$ cat src/pkg/counter_compare_pkg.sv
package counter_compare_pkg;

  // ****************************************************************
  // Word addresses in the page-frame memory
  // ****************************************************************
  localparam logic [6:0] ADDR_MASTER_MODE = 7'h04;
  localparam logic [6:0] ADDR_IRQ_ENABLE = 7'h07;
  localparam logic [6:0] ADDR_EDGE_POL = 7'h08;
  localparam logic [6:0] ADDR_CMP1 = 7'h13;
  localparam logic [6:0] ADDR_CMP2 = 7'h21;
  localparam logic [6:0] ADDR_CMP3 = 7'h2f;
  localparam logic [6:0] ADDR_CMP4 = 7'h3d;
  localparam logic [6:0] ADDR_CMP5 = 7'h4b;
  localparam logic [6:0] ADDR_CH6_MODE = 7'h56;
  localparam logic [6:0] ADDR_CMP6_HI = 7'h5b;
  localparam logic [6:0] ADDR_CMP6_LO = 7'h5c;
  localparam logic [6:0] ADDR_CH7_MODE = 7'h67;
  localparam logic [6:0] ADDR_CMP7_HI = 7'h6c;
  localparam logic [6:0] ADDR_CMP7_LO = 7'h6d;
  localparam logic [6:0] ADDR_EVENT_INFO = 7'h70;
  localparam logic [6:0] ADDR_EDGE_INFO = 7'h71;
  localparam logic [6:0] ADDR_ERROR_INFO = 7'h72;
  localparam logic [6:0] ADDR_CH6_COUNT_HI = 7'h73;
  localparam logic [6:0] ADDR_CH6_COUNT_LO = 7'h74;

  // ****************************************************************
  // Field positions and values
  // ****************************************************************
  localparam logic [15:0] REG_RESET = 16'h0000;
  localparam logic [15:0] MMR_CMP_MASK = 16'h700c;
  localparam int IEN_ERR_BIT = 0;
  localparam int IEN_CNT_BIT = 8;
  localparam int IEN_OUT_LSB = 9;
  localparam int POL_GATE_LSB = 1;
  localparam int POL_OUT_LSB = 9;
  localparam int MODE_CMP_BIT = 3;
  localparam int MODE_EDGE_LSB = 4;
  localparam int MODE_RST_BIT = 7;
  localparam logic [2:0] EDGE_SIMPLE = 3'h1;
  localparam int HI_SIGN_BIT = 15;
  localparam int HI_UPPER_MSB = 7;
  localparam int CH6_IDX = 5;
  localparam int CH7_IDX = 6;

  // ****************************************************************
  // Carriers
  // ****************************************************************
  typedef struct packed {
    logic rd;
    logic wr;
    logic [6:0] addr;
    logic [15:0] wdata;
  } host_req_t;

  typedef struct packed {
    logic [4:0] gate;
    logic in_a;
    logic rst;
  } pins_t;

endpackage : counter_compare_pkg

$ cat src/hdl/counter_compare_interrupt.sv
// How it works
// - Enabled comparator match on equality raises interrupt
// - Counters 6/7 compare: high word sign+23..16
// - Mode bit 3 switches counter 6/7 comparator
// - Comparators 1-5 need master bits 2,3,12-14
// - Enable bit 0 gates error group interrupt
// - Enable bit 8 gates counter event interrupt
// - Enable bits 9-15 gate counter outputs 1-7
// - Polarity bits 1-5 pick gate edge
// - Polarity bits 9-13 pick output edge
// - Counter 6 simple mode: A up/down
// - Counter 6 reset input ignored unless bit 7
module counter_compare_interrupt #(
  parameter int LONG_W = 25
) (
  input wire logic i_clk,
  input wire logic i_arst_n,
  input wire counter_compare_pkg::host_req_t i_host,
  input wire counter_compare_pkg::pins_t i_pins,
  input wire logic [4:0][15:0] i_count_value,
  input wire logic [LONG_W-1:0] i_ch7_value,
  input wire logic [4:0] i_count_out,
  input wire logic i_ch7_out,
  input wire logic [7:0] i_error_evt,
  output logic [15:0] o_rd_data,
  output logic o_irq,
  output logic o_err_irq,
  output logic [6:0] o_counter_out,
  output logic [LONG_W-1:0] o_ch6_value
);

  // ****************************************************************
  // Elaboration check
  // ****************************************************************
  if (LONG_W != 25) begin : g_bad_width
    $error("LONG_W must be 25: sign plus 24 bits");
  end

  // ****************************************************************
  // State
  // ****************************************************************
  typedef struct packed {
    logic [15:0] mmr;
    logic [15:0] ien;
    logic [15:0] pol;
    logic [15:0] ch6_mode;
    logic [15:0] ch7_mode;
    logic [4:0][15:0] cmp;
    logic [15:0] cmp6_hi;
    logic [15:0] cmp6_lo;
    logic [15:0] cmp7_hi;
    logic [15:0] cmp7_lo;
    logic [LONG_W-1:0] ch6_count;
    counter_compare_pkg::pins_t sync1;
    counter_compare_pkg::pins_t sync2;
    logic [4:0] gate_q;
    logic [4:0] out_q;
    logic a_q;
    logic rst_q;
    logic [6:0] match_q;
    logic [15:0] event_info;
    logic [15:0] edge_info;
    logic [7:0] err_info;
    logic [15:0] rd_data;
    logic irq;
    logic err_irq;
    logic [6:0] cnt_out;
  } state_t;

  localparam state_t STATE_RESET = '0;

  state_t st_reg;
  state_t st_next;

  // ****************************************************************
  // Comparators
  // ****************************************************************
  logic [6:0] match_now;
  logic [6:0] cmp_active;
  logic [LONG_W-1:0] cmp6_full;
  logic [LONG_W-1:0] cmp7_full;
  logic cmp15_on;

  // Sign and upper byte from high word, low 16 bits from low word
  assign cmp6_full = {st_reg.cmp6_hi[counter_compare_pkg::HI_SIGN_BIT],
                      st_reg.cmp6_hi[counter_compare_pkg::HI_UPPER_MSB:0],
                      st_reg.cmp6_lo};
  assign cmp7_full = {st_reg.cmp7_hi[counter_compare_pkg::HI_SIGN_BIT],
                      st_reg.cmp7_hi[counter_compare_pkg::HI_UPPER_MSB:0],
                      st_reg.cmp7_lo};

  // Comparators 1-5 share the master mode enable pattern
  assign cmp15_on = (st_reg.mmr & counter_compare_pkg::MMR_CMP_MASK)
                    == counter_compare_pkg::MMR_CMP_MASK;

  // Equality per counter and activity per counter
  always_comb begin
    for (int i = 0; i < 5; i++) begin
      match_now[i] = i_count_value[i] == st_reg.cmp[i];
      cmp_active[i] = cmp15_on;
    end
    match_now[counter_compare_pkg::CH6_IDX] = st_reg.ch6_count == cmp6_full;
    match_now[counter_compare_pkg::CH7_IDX] = i_ch7_value == cmp7_full;
    cmp_active[counter_compare_pkg::CH6_IDX] =
      st_reg.ch6_mode[counter_compare_pkg::MODE_CMP_BIT];
    cmp_active[counter_compare_pkg::CH7_IDX] =
      st_reg.ch7_mode[counter_compare_pkg::MODE_CMP_BIT];
  end

  // ****************************************************************
  // Next state
  // ****************************************************************
  always_comb begin
    logic [6:0] cmp_evt;
    logic [4:0] gate_evt;
    logic [4:0] out_evt;
    logic [6:0] raw_out;
    logic a_rise;
    logic a_fall;
    logic rst_rise;
    logic rd_event;
    logic rd_edge;
    logic rd_err;
    cmp_evt = '0;
    gate_evt = '0;
    out_evt = '0;
    raw_out = '0;
    a_rise = 1'b0;
    a_fall = 1'b0;
    rst_rise = 1'b0;
    rd_event = 1'b0;
    rd_edge = 1'b0;
    rd_err = 1'b0;
    st_next = st_reg;

    // Two-stage synchronisers for pins
    st_next.sync1 = i_pins;
    st_next.sync2 = st_reg.sync1;
    st_next.gate_q = st_reg.sync2.gate;
    st_next.a_q = st_reg.sync2.in_a;
    st_next.rst_q = st_reg.sync2.rst;
    st_next.out_q = i_count_out;
    st_next.match_q = match_now;

    // Counter 6 edge evaluation and reset input
    a_rise = st_reg.sync2.in_a && !st_reg.a_q;
    a_fall = !st_reg.sync2.in_a && st_reg.a_q;
    rst_rise = st_reg.sync2.rst && !st_reg.rst_q;
    if (rst_rise && st_reg.ch6_mode[counter_compare_pkg::MODE_RST_BIT]) begin
      st_next.ch6_count = '0;
    end else if (st_reg.ch6_mode[counter_compare_pkg::MODE_EDGE_LSB +: 3]
                 == counter_compare_pkg::EDGE_SIMPLE) begin
      if (a_rise) begin
        st_next.ch6_count = st_reg.ch6_count + 1'b1;
      end else if (a_fall) begin
        st_next.ch6_count = st_reg.ch6_count - 1'b1;
      end
    end

    // Events: new equality, gate and output edges of chosen polarity
    for (int i = 0; i < 7; i++) begin
      cmp_evt[i] = st_reg.ien[counter_compare_pkg::IEN_CNT_BIT]
                   && cmp_active[i] && match_now[i]
                   && !st_reg.match_q[i];
    end
    for (int i = 0; i < 5; i++) begin
      gate_evt[i] = st_reg.ien[counter_compare_pkg::IEN_CNT_BIT] &&
        (st_reg.pol[counter_compare_pkg::POL_GATE_LSB + i]
         ? (st_reg.sync2.gate[i] && !st_reg.gate_q[i])
         : (!st_reg.sync2.gate[i] && st_reg.gate_q[i]));
      out_evt[i] = st_reg.ien[counter_compare_pkg::IEN_CNT_BIT] &&
        (st_reg.pol[counter_compare_pkg::POL_OUT_LSB + i]
         ? (i_count_out[i] && !st_reg.out_q[i])
         : (!i_count_out[i] && st_reg.out_q[i]));
    end

    // Host read: data and clear-on-read of the info words
    if (i_host.rd) begin
      unique case (i_host.addr)
        counter_compare_pkg::ADDR_MASTER_MODE: st_next.rd_data = st_reg.mmr;
        counter_compare_pkg::ADDR_IRQ_ENABLE: st_next.rd_data = st_reg.ien;
        counter_compare_pkg::ADDR_EDGE_POL: st_next.rd_data = st_reg.pol;
        counter_compare_pkg::ADDR_CMP1: st_next.rd_data = st_reg.cmp[0];
        counter_compare_pkg::ADDR_CMP2: st_next.rd_data = st_reg.cmp[1];
        counter_compare_pkg::ADDR_CMP3: st_next.rd_data = st_reg.cmp[2];
        counter_compare_pkg::ADDR_CMP4: st_next.rd_data = st_reg.cmp[3];
        counter_compare_pkg::ADDR_CMP5: st_next.rd_data = st_reg.cmp[4];
        counter_compare_pkg::ADDR_CH6_MODE: st_next.rd_data = st_reg.ch6_mode;
        counter_compare_pkg::ADDR_CMP6_HI: st_next.rd_data = st_reg.cmp6_hi;
        counter_compare_pkg::ADDR_CMP6_LO: st_next.rd_data = st_reg.cmp6_lo;
        counter_compare_pkg::ADDR_CH7_MODE: st_next.rd_data = st_reg.ch7_mode;
        counter_compare_pkg::ADDR_CMP7_HI: st_next.rd_data = st_reg.cmp7_hi;
        counter_compare_pkg::ADDR_CMP7_LO: st_next.rd_data = st_reg.cmp7_lo;
        counter_compare_pkg::ADDR_EVENT_INFO: begin
          st_next.rd_data = st_reg.event_info;
          rd_event = 1'b1;
        end
        counter_compare_pkg::ADDR_EDGE_INFO: begin
          st_next.rd_data = st_reg.edge_info;
          rd_edge = 1'b1;
        end
        counter_compare_pkg::ADDR_ERROR_INFO: begin
          st_next.rd_data = {8'h00, st_reg.err_info};
          rd_err = 1'b1;
        end
        counter_compare_pkg::ADDR_CH6_COUNT_HI:
          st_next.rd_data = {st_reg.ch6_count[LONG_W-1], 7'h00,
                             st_reg.ch6_count[LONG_W-2:16]};
        counter_compare_pkg::ADDR_CH6_COUNT_LO:
          st_next.rd_data = st_reg.ch6_count[15:0];
        default: st_next.rd_data = counter_compare_pkg::REG_RESET;
      endcase
    end

    // Host write of configuration words
    if (i_host.wr) begin
      unique case (i_host.addr)
        counter_compare_pkg::ADDR_MASTER_MODE: st_next.mmr = i_host.wdata;
        counter_compare_pkg::ADDR_IRQ_ENABLE: st_next.ien = i_host.wdata;
        counter_compare_pkg::ADDR_EDGE_POL: st_next.pol = i_host.wdata;
        counter_compare_pkg::ADDR_CMP1: st_next.cmp[0] = i_host.wdata;
        counter_compare_pkg::ADDR_CMP2: st_next.cmp[1] = i_host.wdata;
        counter_compare_pkg::ADDR_CMP3: st_next.cmp[2] = i_host.wdata;
        counter_compare_pkg::ADDR_CMP4: st_next.cmp[3] = i_host.wdata;
        counter_compare_pkg::ADDR_CMP5: st_next.cmp[4] = i_host.wdata;
        counter_compare_pkg::ADDR_CH6_MODE: st_next.ch6_mode = i_host.wdata;
        counter_compare_pkg::ADDR_CMP6_HI: st_next.cmp6_hi = i_host.wdata;
        counter_compare_pkg::ADDR_CMP6_LO: st_next.cmp6_lo = i_host.wdata;
        counter_compare_pkg::ADDR_CH7_MODE: st_next.ch7_mode = i_host.wdata;
        counter_compare_pkg::ADDR_CMP7_HI: st_next.cmp7_hi = i_host.wdata;
        counter_compare_pkg::ADDR_CMP7_LO: st_next.cmp7_lo = i_host.wdata;
        default: ;
      endcase
    end

    // Sticky causes: new events win over the read clear
    st_next.event_info = (rd_event ? '0 : st_reg.event_info)
                         | {9'h000, cmp_evt};
    st_next.edge_info = (rd_edge ? '0 : st_reg.edge_info)
                        | {2'h0, out_evt, 3'h0, gate_evt, 1'b0};
    st_next.err_info = (rd_err ? '0 : st_reg.err_info) | i_error_evt;

    // Request lines held while any cause of an enabled group is latched
    st_next.irq = st_reg.ien[counter_compare_pkg::IEN_CNT_BIT]
      && (st_next.event_info != '0 || st_next.edge_info != '0);
    st_next.err_irq = st_reg.ien[counter_compare_pkg::IEN_ERR_BIT]
      && st_next.err_info != '0;

    // Counter outputs gated by their enable bits
    raw_out = {i_ch7_out, match_now[counter_compare_pkg::CH6_IDX]
               && cmp_active[counter_compare_pkg::CH6_IDX], i_count_out};
    st_next.cnt_out = raw_out
      & st_reg.ien[counter_compare_pkg::IEN_OUT_LSB +: 7];
  end

  // Single register stage
  always_ff @(posedge i_clk or negedge i_arst_n) begin
    if (!i_arst_n) begin
      st_reg <= STATE_RESET;
    end else begin
      st_reg <= st_next;
    end
  end

  // Outputs straight from flip-flops
  assign o_rd_data = st_reg.rd_data;
  assign o_irq = st_reg.irq;
  assign o_err_irq = st_reg.err_irq;
  assign o_counter_out = st_reg.cnt_out;
  assign o_ch6_value = st_reg.ch6_count;
endmodule : counter_compare_interrupt

$ cat config.mk
export PLATFORM = sky130hd
export DESIGN_NAME = counter_compare_interrupt
export DESIGN_NICKNAME = d
export VERILOG_FILES = /design/src/pkg/counter_compare_pkg.sv /design/src/hdl/counter_compare_interrupt.sv
export SDC_FILE = /design/constraint.sdc
export NUM_CORES = 1
export LEC_CHECK = 0
export BUFFER_PORTS_ARGS = -buffer_cell sky130_fd_sc_hd__buf_4
export CAP_MARGIN = 5
export CORE_ASPECT_RATIO = 0.7
export CORE_MARGIN = 3
export CORE_UTILIZATION = 35
export CTS_CLUSTER_SIZE = 40
export DETAILED_ROUTE_END_ITERATION = 16
export GPL_ROUTABILITY_DRIVEN = 0
export SLEW_MARGIN = 5
export SYNTH_ARGS = -nofsm -noshare
export SYNTH_HDL_FRONTEND = slang
export SYNTH_SLANG_ARGS = --single-unit
$ cat constraint.sdc
create_clock -name i_clk -period 5.5 [get_ports i_clk]
set_input_delay 0.825 -clock i_clk [delete_from_list [all_inputs] [get_ports i_clk]]
set_output_delay 0.825 -clock i_clk [all_outputs]
set_load 0.05 [all_outputs]
## Yosys cells after proc, flatten, opt, wreduce, memory -nomap -nowiden

Index checks and enable logic that the tools add are counted.

- Register bits after elaboration: 347
- Logic and storage cells: 196
- Input port bits: 153
- Output and inout bits: 50

- Add/subtract/negate cells: 2
- Bitwise gates (word level): 4
- Reduce and logical (&&, ||, !) cells: 105
- Muxes and demuxes: 24
- Equality and inequality tests: 28

Operator list:

| cell | number |
|---|---|
| one-hot mux 16 bit (19 select lines) | 1 |
| two-way mux 25 bit | 4 |
| == test 7 bit, second input constant | 12 |
| == test 16 bit | 5 |
| logical AND 1 bit | 54 |
| == test 25 bit | 2 |
| two-way mux 16 bit | 2 |
| nonzero test 16 bit | 2 |
| zero test 1 bit | 30 |
| AND reduction 2 bit | 15 |
| adder 25 x 1 -> 25 bit, second input constant | 1 |
| subtractor 25 x 1 -> 25 bit, second input constant | 1 |
| == test 7 x 6 -> 1 bit, second input constant | 3 |
| two-way mux 1 bit | 16 |
| OR 16 x 14 -> 16 bit | 1 |
| OR 16 x 7 -> 16 bit | 1 |
| == test 7 x 3 -> 1 bit, second input constant | 2 |
| two-way mux 8 bit | 1 |
| OR 8 bit | 1 |
| nonzero test 8 bit | 1 |
| AND 7 bit | 1 |
| == test 7 x 4 -> 1 bit, second input constant | 1 |
| == test 7 x 5 -> 1 bit, second input constant | 1 |
| == test 5 bit, second input constant | 1 |
| other kinds (4) | 4 |

## Longest topological paths before layout

Gate-level depths: netlist (run 1).

- Depth after elaboration: 8
- Gate-level depth with buffers: 12
- Gate-level depth less buffers: 11

## Worst setup path before layout (run 1)

Ideal clock, no wire load.

- Kind: reg-to-reg
- From: register st_reg, in the netlist st_next[73]
- To: register st_reg, in the netlist o_ch6_value[23]
- Stages on the path, launching flop included: 11
- Setup slack: 2.440 ns
- Buffers on the path: 0
- Clock period less this slack: 3.060 ns
- Library setup time: 0.078 ns
- Arrival: 2.982 ns
- Data required time: 5.422 ns
- Cell sequence: dfrtp_1 > ha_1 > inv_1 > ha_1 > o21ai_0 > o211ai_1 > nand3_1 > a2111oi_0 > o211ai_1 > a22o_1 > a21oi_1

- Cells in the longest elaborated chain, start to end: 4

Ends and longest elaborated chain:

| what | RTL line | text |
|---|---|---|
| start, declared | counter_compare_interrupt.sv:72 | `state_t st_reg;` |
| start signal, assigned | counter_compare_interrupt.sv:261 | `st_reg <= st_next;` |
| logical AND 1 bit / zero test 1 bit (equally long branches) | counter_compare_interrupt.sv:146, counter_compare_interrupt.sv:147 |  |
| two-way mux 25 bit / logical AND 1 bit (equally long branches) | counter_compare_interrupt.sv:153, counter_compare_interrupt.sv:147 |  |
| two-way mux 25 bit / nonzero test 3 bit (equally long branches) | - |  |
| two-way mux 25 bit / AND reduction 2 bit (equally long branches) | - |  |

Several ways; a longest one is shown, not always the timed one. The select of a mux whose other input is x is not followed.
A chain may end at the register's enable or synchronous reset.

## Final worst setup path (run 1)

Same ends and word-level chain as after synthesis.

==> results of run 1 <==
final cells by class:
class	count	area (sq um)	area share
clock buffers	54	1090	0.0525
clock inverters	12	178	0.00855
inverters	22	82.6	0.00397
multi-input cells	1029	8210	0.395
flip-flops and latches	347	8680	0.418
well taps	665	832	0.0400
repair buffers	222	1700	0.0818
cell usage in the layout, fill, tap and decap left out, types with 5 or more instances in the layout:
master     instances
a211oi_1           9
a21o_1            10
a21oi_1           32
a221oi_1          16
a222oi_1          25
a22o_1            33
a22oi_1           59
and2_1            24
and3_1             8
and4_1             6
buf_4            219
clkbuf_1           8
clkbuf_16         38
clkbuf_8           8
clkinv_2           5
dfrtp_1          347
ha_1              24
inv_1             22
mux2_2           226
mux2i_1           16
nand2_1           86
nand2b_1          13
nand3_1           31
nand3b_1           8
nand4_1           33
nor2_1            59
nor3_1            18
nor4_1            21
nor4_2             5
o211ai_1           5
o21ai_0           39
o22ai_1            5
o2bb2ai_1          7
or4_1              5
xnor2_1          101
xor2_1            42
how the worst min path moves through the flow:
stage / to / slack, ns / cells after the start
2_1_floorplan: st_next[72] / 0.33 / 0
3_5_place_dp: st_next[81] / 0.33 / 0
5_1_grt: o_rd_data[8] / 0.12 / 1
6_report: o_rd_data[5] / 0.11 / 1
3_3_place_gp: st_next[72] / 0.34 / 0
4_1_cts: o_rd_data[8] / 0.10 / 1
cells by family after synthesis:
| family | Yosys count |
|---|---|
| simple gates | 347 |
| flops | 347 |
| compound gates | 271 |
| mux | 243 |
| xor+xnor | 143 |
| buf+inv | 142 |
| fa+ha+maj | 25 |
where the power goes:
| group | switching, mW | internal [mW] | total [mW] |
|---|---|---|---|
| Sequential | 0.491 | 2.81 | 3.30 |
| Clock | 1.10 | 1.57 | 2.67 |
| Combinational | 1.21 | 0.838 | 2.05 |
worst max-delay path, stage by stage (launching register included):
cell and delay, ns:
dfrtp_1 0.38, ha_1 0.24, inv_1 0.64, ha_1 0.39, o21ai_0 0.15, o211ai_1 0.30, nand3_1 0.21, a2111oi_0 1.01
o211ai_1 0.26, a22o_1 0.29, a21oi_1 0.13
layer usage:
layer,vias to the layer above,track usage
li1,5860,-
met1,6976,0.372
met2,863,0.330
met3,93,0.0949
met4,2,0.0513
met5,-,0
metrics by stage:
stage | setup slack (ns) | hold slack (ns)
6_report | 1.40 | 0.113
5_1_grt | 1.04 | 0.117
4_1_cts | 1.50 | 0.104
3_5_place_dp | 1.39 | 0.335
3_3_place_gp | 1.60 | 0.339
2_1_floorplan | 2.44 | 0.331
==> flow_summary.json, run 1 <==
{
  "synthXorXnorAreaFrac": 0.0711,
  "design_area_sq_mm": 0.0208,
  "place_area_sq_mm": 0.0195,
  "power_mw": 8.02,
  "r2r_slack_ns": 1.40,
  "postCtsSetupBuffers": 0,
  "muxShareOfSynthArea": 0.155,
  "yosys.area_share.simple": 0.106,
  "grt-ovfl-total": 0,
  "period_share": 0.745,
  "cts.clk_slew.worst_paths_ns": 0.07,
  "setup_tns_ns": 0,
  "post-route-min-period_ns": 4.10,
  "worstMarginPinSlew_ns": 1.26,
  "worstSetupStartpoint": "st_next[73]",
  "synth_top_family_by_area": "multiplexers",
  "peakVddDrop_uv": 190,
  "grt_pass1_wl_um": 95400,
  "die_h_um": 194,
  "drtAntennaViolNets": 0,
  "top_layer_used": "met5",
  "wl_um": 66900,
  "syn_nets": 1696,
  "worstPathRequired_ns": 5.98,
  "path_max_fanout": 24,
  "rows": 68,
  "grt_max_degree": 175,
  "nets": 1837,
  "viasPerCell": 5.87,
  "cts_buffers": 37,
  "yosysUniqueCellTypes": 69,
  "power_density_mw_per_mm2": 386,
  "start_kind": "register",
  "endpoint": "o_ch6_value[23]",
  "root_buffer": "clkbuf_16",
  "hp-class": "input port to asynchronous set/reset pin",
  "core_sq_mm": 0.0495,
  "yosys_warnings": 0,
  "dieArea_sq_mm": 0.0531,
  "post-route-util": 0.420,
  "port-buffer-count": 202,
  "p_leak_nw": 9.54,
  "dr_wl_met2_um": 26400,
  "area_delta_synth_final_pct": 18.0,
  "cts-resized-gates": 0,
  "drt-initial-drc-count": 1807,
  "slew_headroom": 0.159,
  "drc_errors": 0,
  "worstPathArrival_ns": 4.57,
  "ys_ff_latch": 347,
  "syn_inst": 1518,
  "die_w_um": 274,
  "layout-drive-gt1-share": 0.314,
  "cp-end-kind": "register",
  "fmax_mhz": 244,
  "initial_core_util": 0.355,
  "gr-usage-all-layers": 0.246,
  "drv_slew": 0,
  "io_pins": 203,
  "nFillCells": 4738,
  "reg2reg_from": "st_next[73]",
  "worstRegToRegCells": 10,
  "drv_cap": 0,
  "r2r_end": "o_ch6_value[23]",
  "worstSetupPathType": "register to register",
  "ys.flop_type": "dfrtp_1",
  "clock_latency_ns": 0.56,
  "dr_wl_met3_um": 9110,
  "yosys-top-cells-area": "dfrtp_1 (49%), mux2_2 (14%), xnor2_1 (5.0%)",
  "synth_fa_ha_area_frac": 0.0182,
  "syn_avg_cell_area_sq_um": 11.6,
  "async_flop_share": 1.00,
  "synth_top_area_cell": "dfrtp_1",
  "clock-sinks": 347,
  "cts_tree": "done",
  "placedCellCount": 2285,
  "wl_met1_um": 29800,
  "cts_hold_buf": 0,
  "largest_reg_flops": 231,
  "final_cells": 2351,
  "syn_area_sq_mm": 0.0176,
  "finalSetupViolations": 0,
  "clockBufferDepth": 3,
  "hpwl_um": 49400,
  "synth_edf_count": 0,
  "synth_top_area_frac": 0.493,
  "rsz0062_at_grt": "no",
  "status": "finished clean",
  "grt_pass1_vias": 13400,
  "finalHoldViolCount": 0,
  "antennaDiodeCount": 0,
  "fin_skew_ns": 0.0399,
  "vias": 13800,
  "antenna_found_initial": 4,
  "synth_compound_area_frac": 0.115,
  "cts_max_level": 2,
  "synth_common_cells": "dfrtp_1 (347), mux2_2 (226), xnor2_1 (101), nand2_1 (86)",
  "yosysSeqAreaShare": 0.493,
  "yosysMostFrequentCell": "dfrtp_1",
  "wl_per_cell_um": 28.4,
  "firstDrtPassIters": 7
}
Power figures use the tool's default switching activity.
==> run 2: changes to the inputs <==
ABC_AREA = 1   (was unset)
clock period = 3.55 ns   (was 5.5 ns; I/O delays follow)
==> flow_summary.json, run 2 <==
{
  "status": "finished with violations",
  "violations": "negative hold slack",
  "postCtsSetupBuffers": 0,
  "start_kind": "register",
  "cts_buffers": 37,
  "yosysUniqueCellTypes": 48,
  "final_cells": 3225,
  "power_density_mw_per_mm2": 579,
  "syn_inst": 2388,
  "worstMarginPinSlew_ns": 1.13,
  "largest_reg_flops": 231,
  "area_delta_synth_final_pct": 16.8,
  "synth_top_area_cell": "dfrtp_1",
  "grt_pass1_wl_um": 105000,
  "drv_cap": 0,
  "ys_ff_latch": 347,
  "die_w_um": 279,
  "fmax_mhz": 339,
  "nFillCells": 5207,
  "rows": 69,
  "path_max_fanout": 14,
  "clock_latency_ns": 0.55,
  "rsz0062_at_grt": "no",
  "layout_common_cells": "nand2_1 (772), dfrtp_1 (347), o21ai_0 (311), inv_1 (260), buf_4 (224)",
  "nets": 2701,
  "hpwl_um": 54300,
  "drtAntennaViolNets": 0,
  "crit_path_max_incr_delay_ns": 0.39,
  "slew_headroom": 0.247,
  "gr-usage-all-layers": 0.255,
  "detailedPlace.worstSlack_ns": 0.645,
  "wl_per_cell_um": 22.2,
  "post-route-util": 0.417,
  "finalHoldViolCount": 14,
  "final-seq-area_sq_mm": 0.00868,
  "clockBufferDepth": 3,
  "yosys-top-cells-area": "dfrtp_1 (47%), nand2_1 (16%), o21ai_0 (8.5%)",
  "cts_tree": "done",
  "crit_family": "compound AO/OA/AOI/OAI gates",
  "layout-drive-gt1-share": 0.122,
  "multi_input_area_sq_mm": 0.00788,
  "cts.clk_slew.worst_paths_ns": 0.06,
  "syn_area_sq_mm": 0.0183,
  "dieArea_sq_mm": 0.0551,
  "port-buffer-count": 202,
  "cts_hold_buf": 0,
  "finalSetupViolations": 0,
  "async_flop_share": 1.00,
  "post-route-min-period_ns": 2.95,
  "cts_max_level": 2,
  "period_share": 0.830,
  "syn_avg_cell_area_sq_um": 7.66,
  "crit_path_cell_trace": "ha_1 > inv_1 > ha_1 > a21oi_1 > o21ai_2 > a21boi_0 > o21ai_0 > o21ai_0 > o21ai_0",
  "synth_edf_count": 0,
  "vias": 17400,
  "fin_skew_ns": 0.0317,
  "initial_core_util": 0.357,
  "setup_slack_ns": 0.604,
  "setup_tns_ns": 0,
  "cts-resized-gates": 0,
  "worstPathArrival_ns": 3.34,
  "yosysMostFrequentCell": "nand2_1",
  "grt_max_degree": 83,
  "slowest_stage": "inv_1",
  "clock-sinks": 347,
  "drt-initial-drc-count": 2208,
  "die_h_um": 197,
  "worstSetupPathType": "register to register",
  "wl_um": 71700,
  "cp_common_cell": "o21ai_0",
  "hp-class": "input port to asynchronous set/reset pin",
  "worstPathRequired_ns": 3.95,
  "whs_ns": -0.0736,
  "placedCellCount": 3158,
  "synth_common_cells": "nand2_1 (772), dfrtp_1 (347), o21ai_0 (311), inv_1 (260), nor2_1 (174)",
  "yosys_warnings": 0,
  "antenna_found_initial": 6,
  "syn_nets": 2566,
  "synth_top_area_frac": 0.475,
  "grt-ovfl-total": 0,
  "io_pins": 203,
  "p_leak_nw": 10.7,
  "firstDrtPassIters": 8,
  "drc_errors": 0,
  "path_buf_inv": 1,
  "cp-end-kind": "register",
  "root_buffer": "clkbuf_16",
  "final_common_cell": "nand2_1",
  "drv_slew": 0,
  "ys.flop_type": "dfrtp_1",
  "viasPerCell": 5.41,
  "grt_pass1_vias": 16000,
  "peakVddDrop_uv": 263,
  "yosysSeqAreaShare": 0.475,
  "core_sq_mm": 0.0512
}
[run 2: final cells by class]
cell class              count  share of cell area
clock inverters            13             0.00820
well taps                 674              0.0395
diodes                      1            0.000117
repair buffers            228              0.0822
clock buffers              53              0.0485
flip-flops and latches    347               0.406
inverters                 266              0.0468
multi-input cells        1643               0.368
[run 2: path summary, 6_finish.rpt]
path                             start               to  slack (ns)  depth (start not counted)
min                           i_arst_n  o_ch6_value[21]       -0.07                          1
max                        st_next[73]  o_ch6_value[14]        0.60                          9
max reg2reg                st_next[73]  o_ch6_value[14]        0.60                          9
max in group asynchronous     i_arst_n      st_reg[209]        2.59                          2
min in group i_clk           i_pins[6]      st_next[90]        0.09                          1
min reg2reg                st_next[90]      st_next[83]        0.35                          0
[run 2: through the flow]
stage	power, mW	instance area, sq um	hold slack (ns)
global route	13.0	21400	0.00286
global placement	8.28	20200	0.336
CTS	12.4	21400	0.0357
finish	12.4	21400	-0.0736
floorplan	7.18	18300	0.237
detailed placement	8.36	20200	0.341
[run 2: worst reg2reg max path: cells and delay by family, from the launching register on]
kind / cells / cell delay, ns
adders and majority gates: 2 / 0.62
DFF: 1 / 0.38
AOI/OAI and AO/OA: 6 / 1.41
buffers and inverters: 1 / 0.39
[run 2: metal layers]
metal / wire length (um) / vias to the layer above / track usage
li1: - / 7897 / -
met1: 30300 / 8427 / 0.367
met2: 30000 / 981 / 0.368
met3: 9610 / 127 / 0.0857
met4: 1780 / 6 / 0.0649
met5: 39 / - / 0
[run 2: cell families after synthesis]
group | after synthesis | share of synthesized area
flops | 347 | 0.475
fa+ha+maj | 25 | 0.0175
xor+xnor | 62 | 0.0297
buf+inv | 398 | 0.0947
compound gates | 479 | 0.146
simple gates | 1077 | 0.237
[run 2: report_power, final]
part / switching (mW) / internal [mW]
Clock: 1.67 / 2.33
Combinational: 2.32 / 1.12
Sequential: 0.578 / 4.36
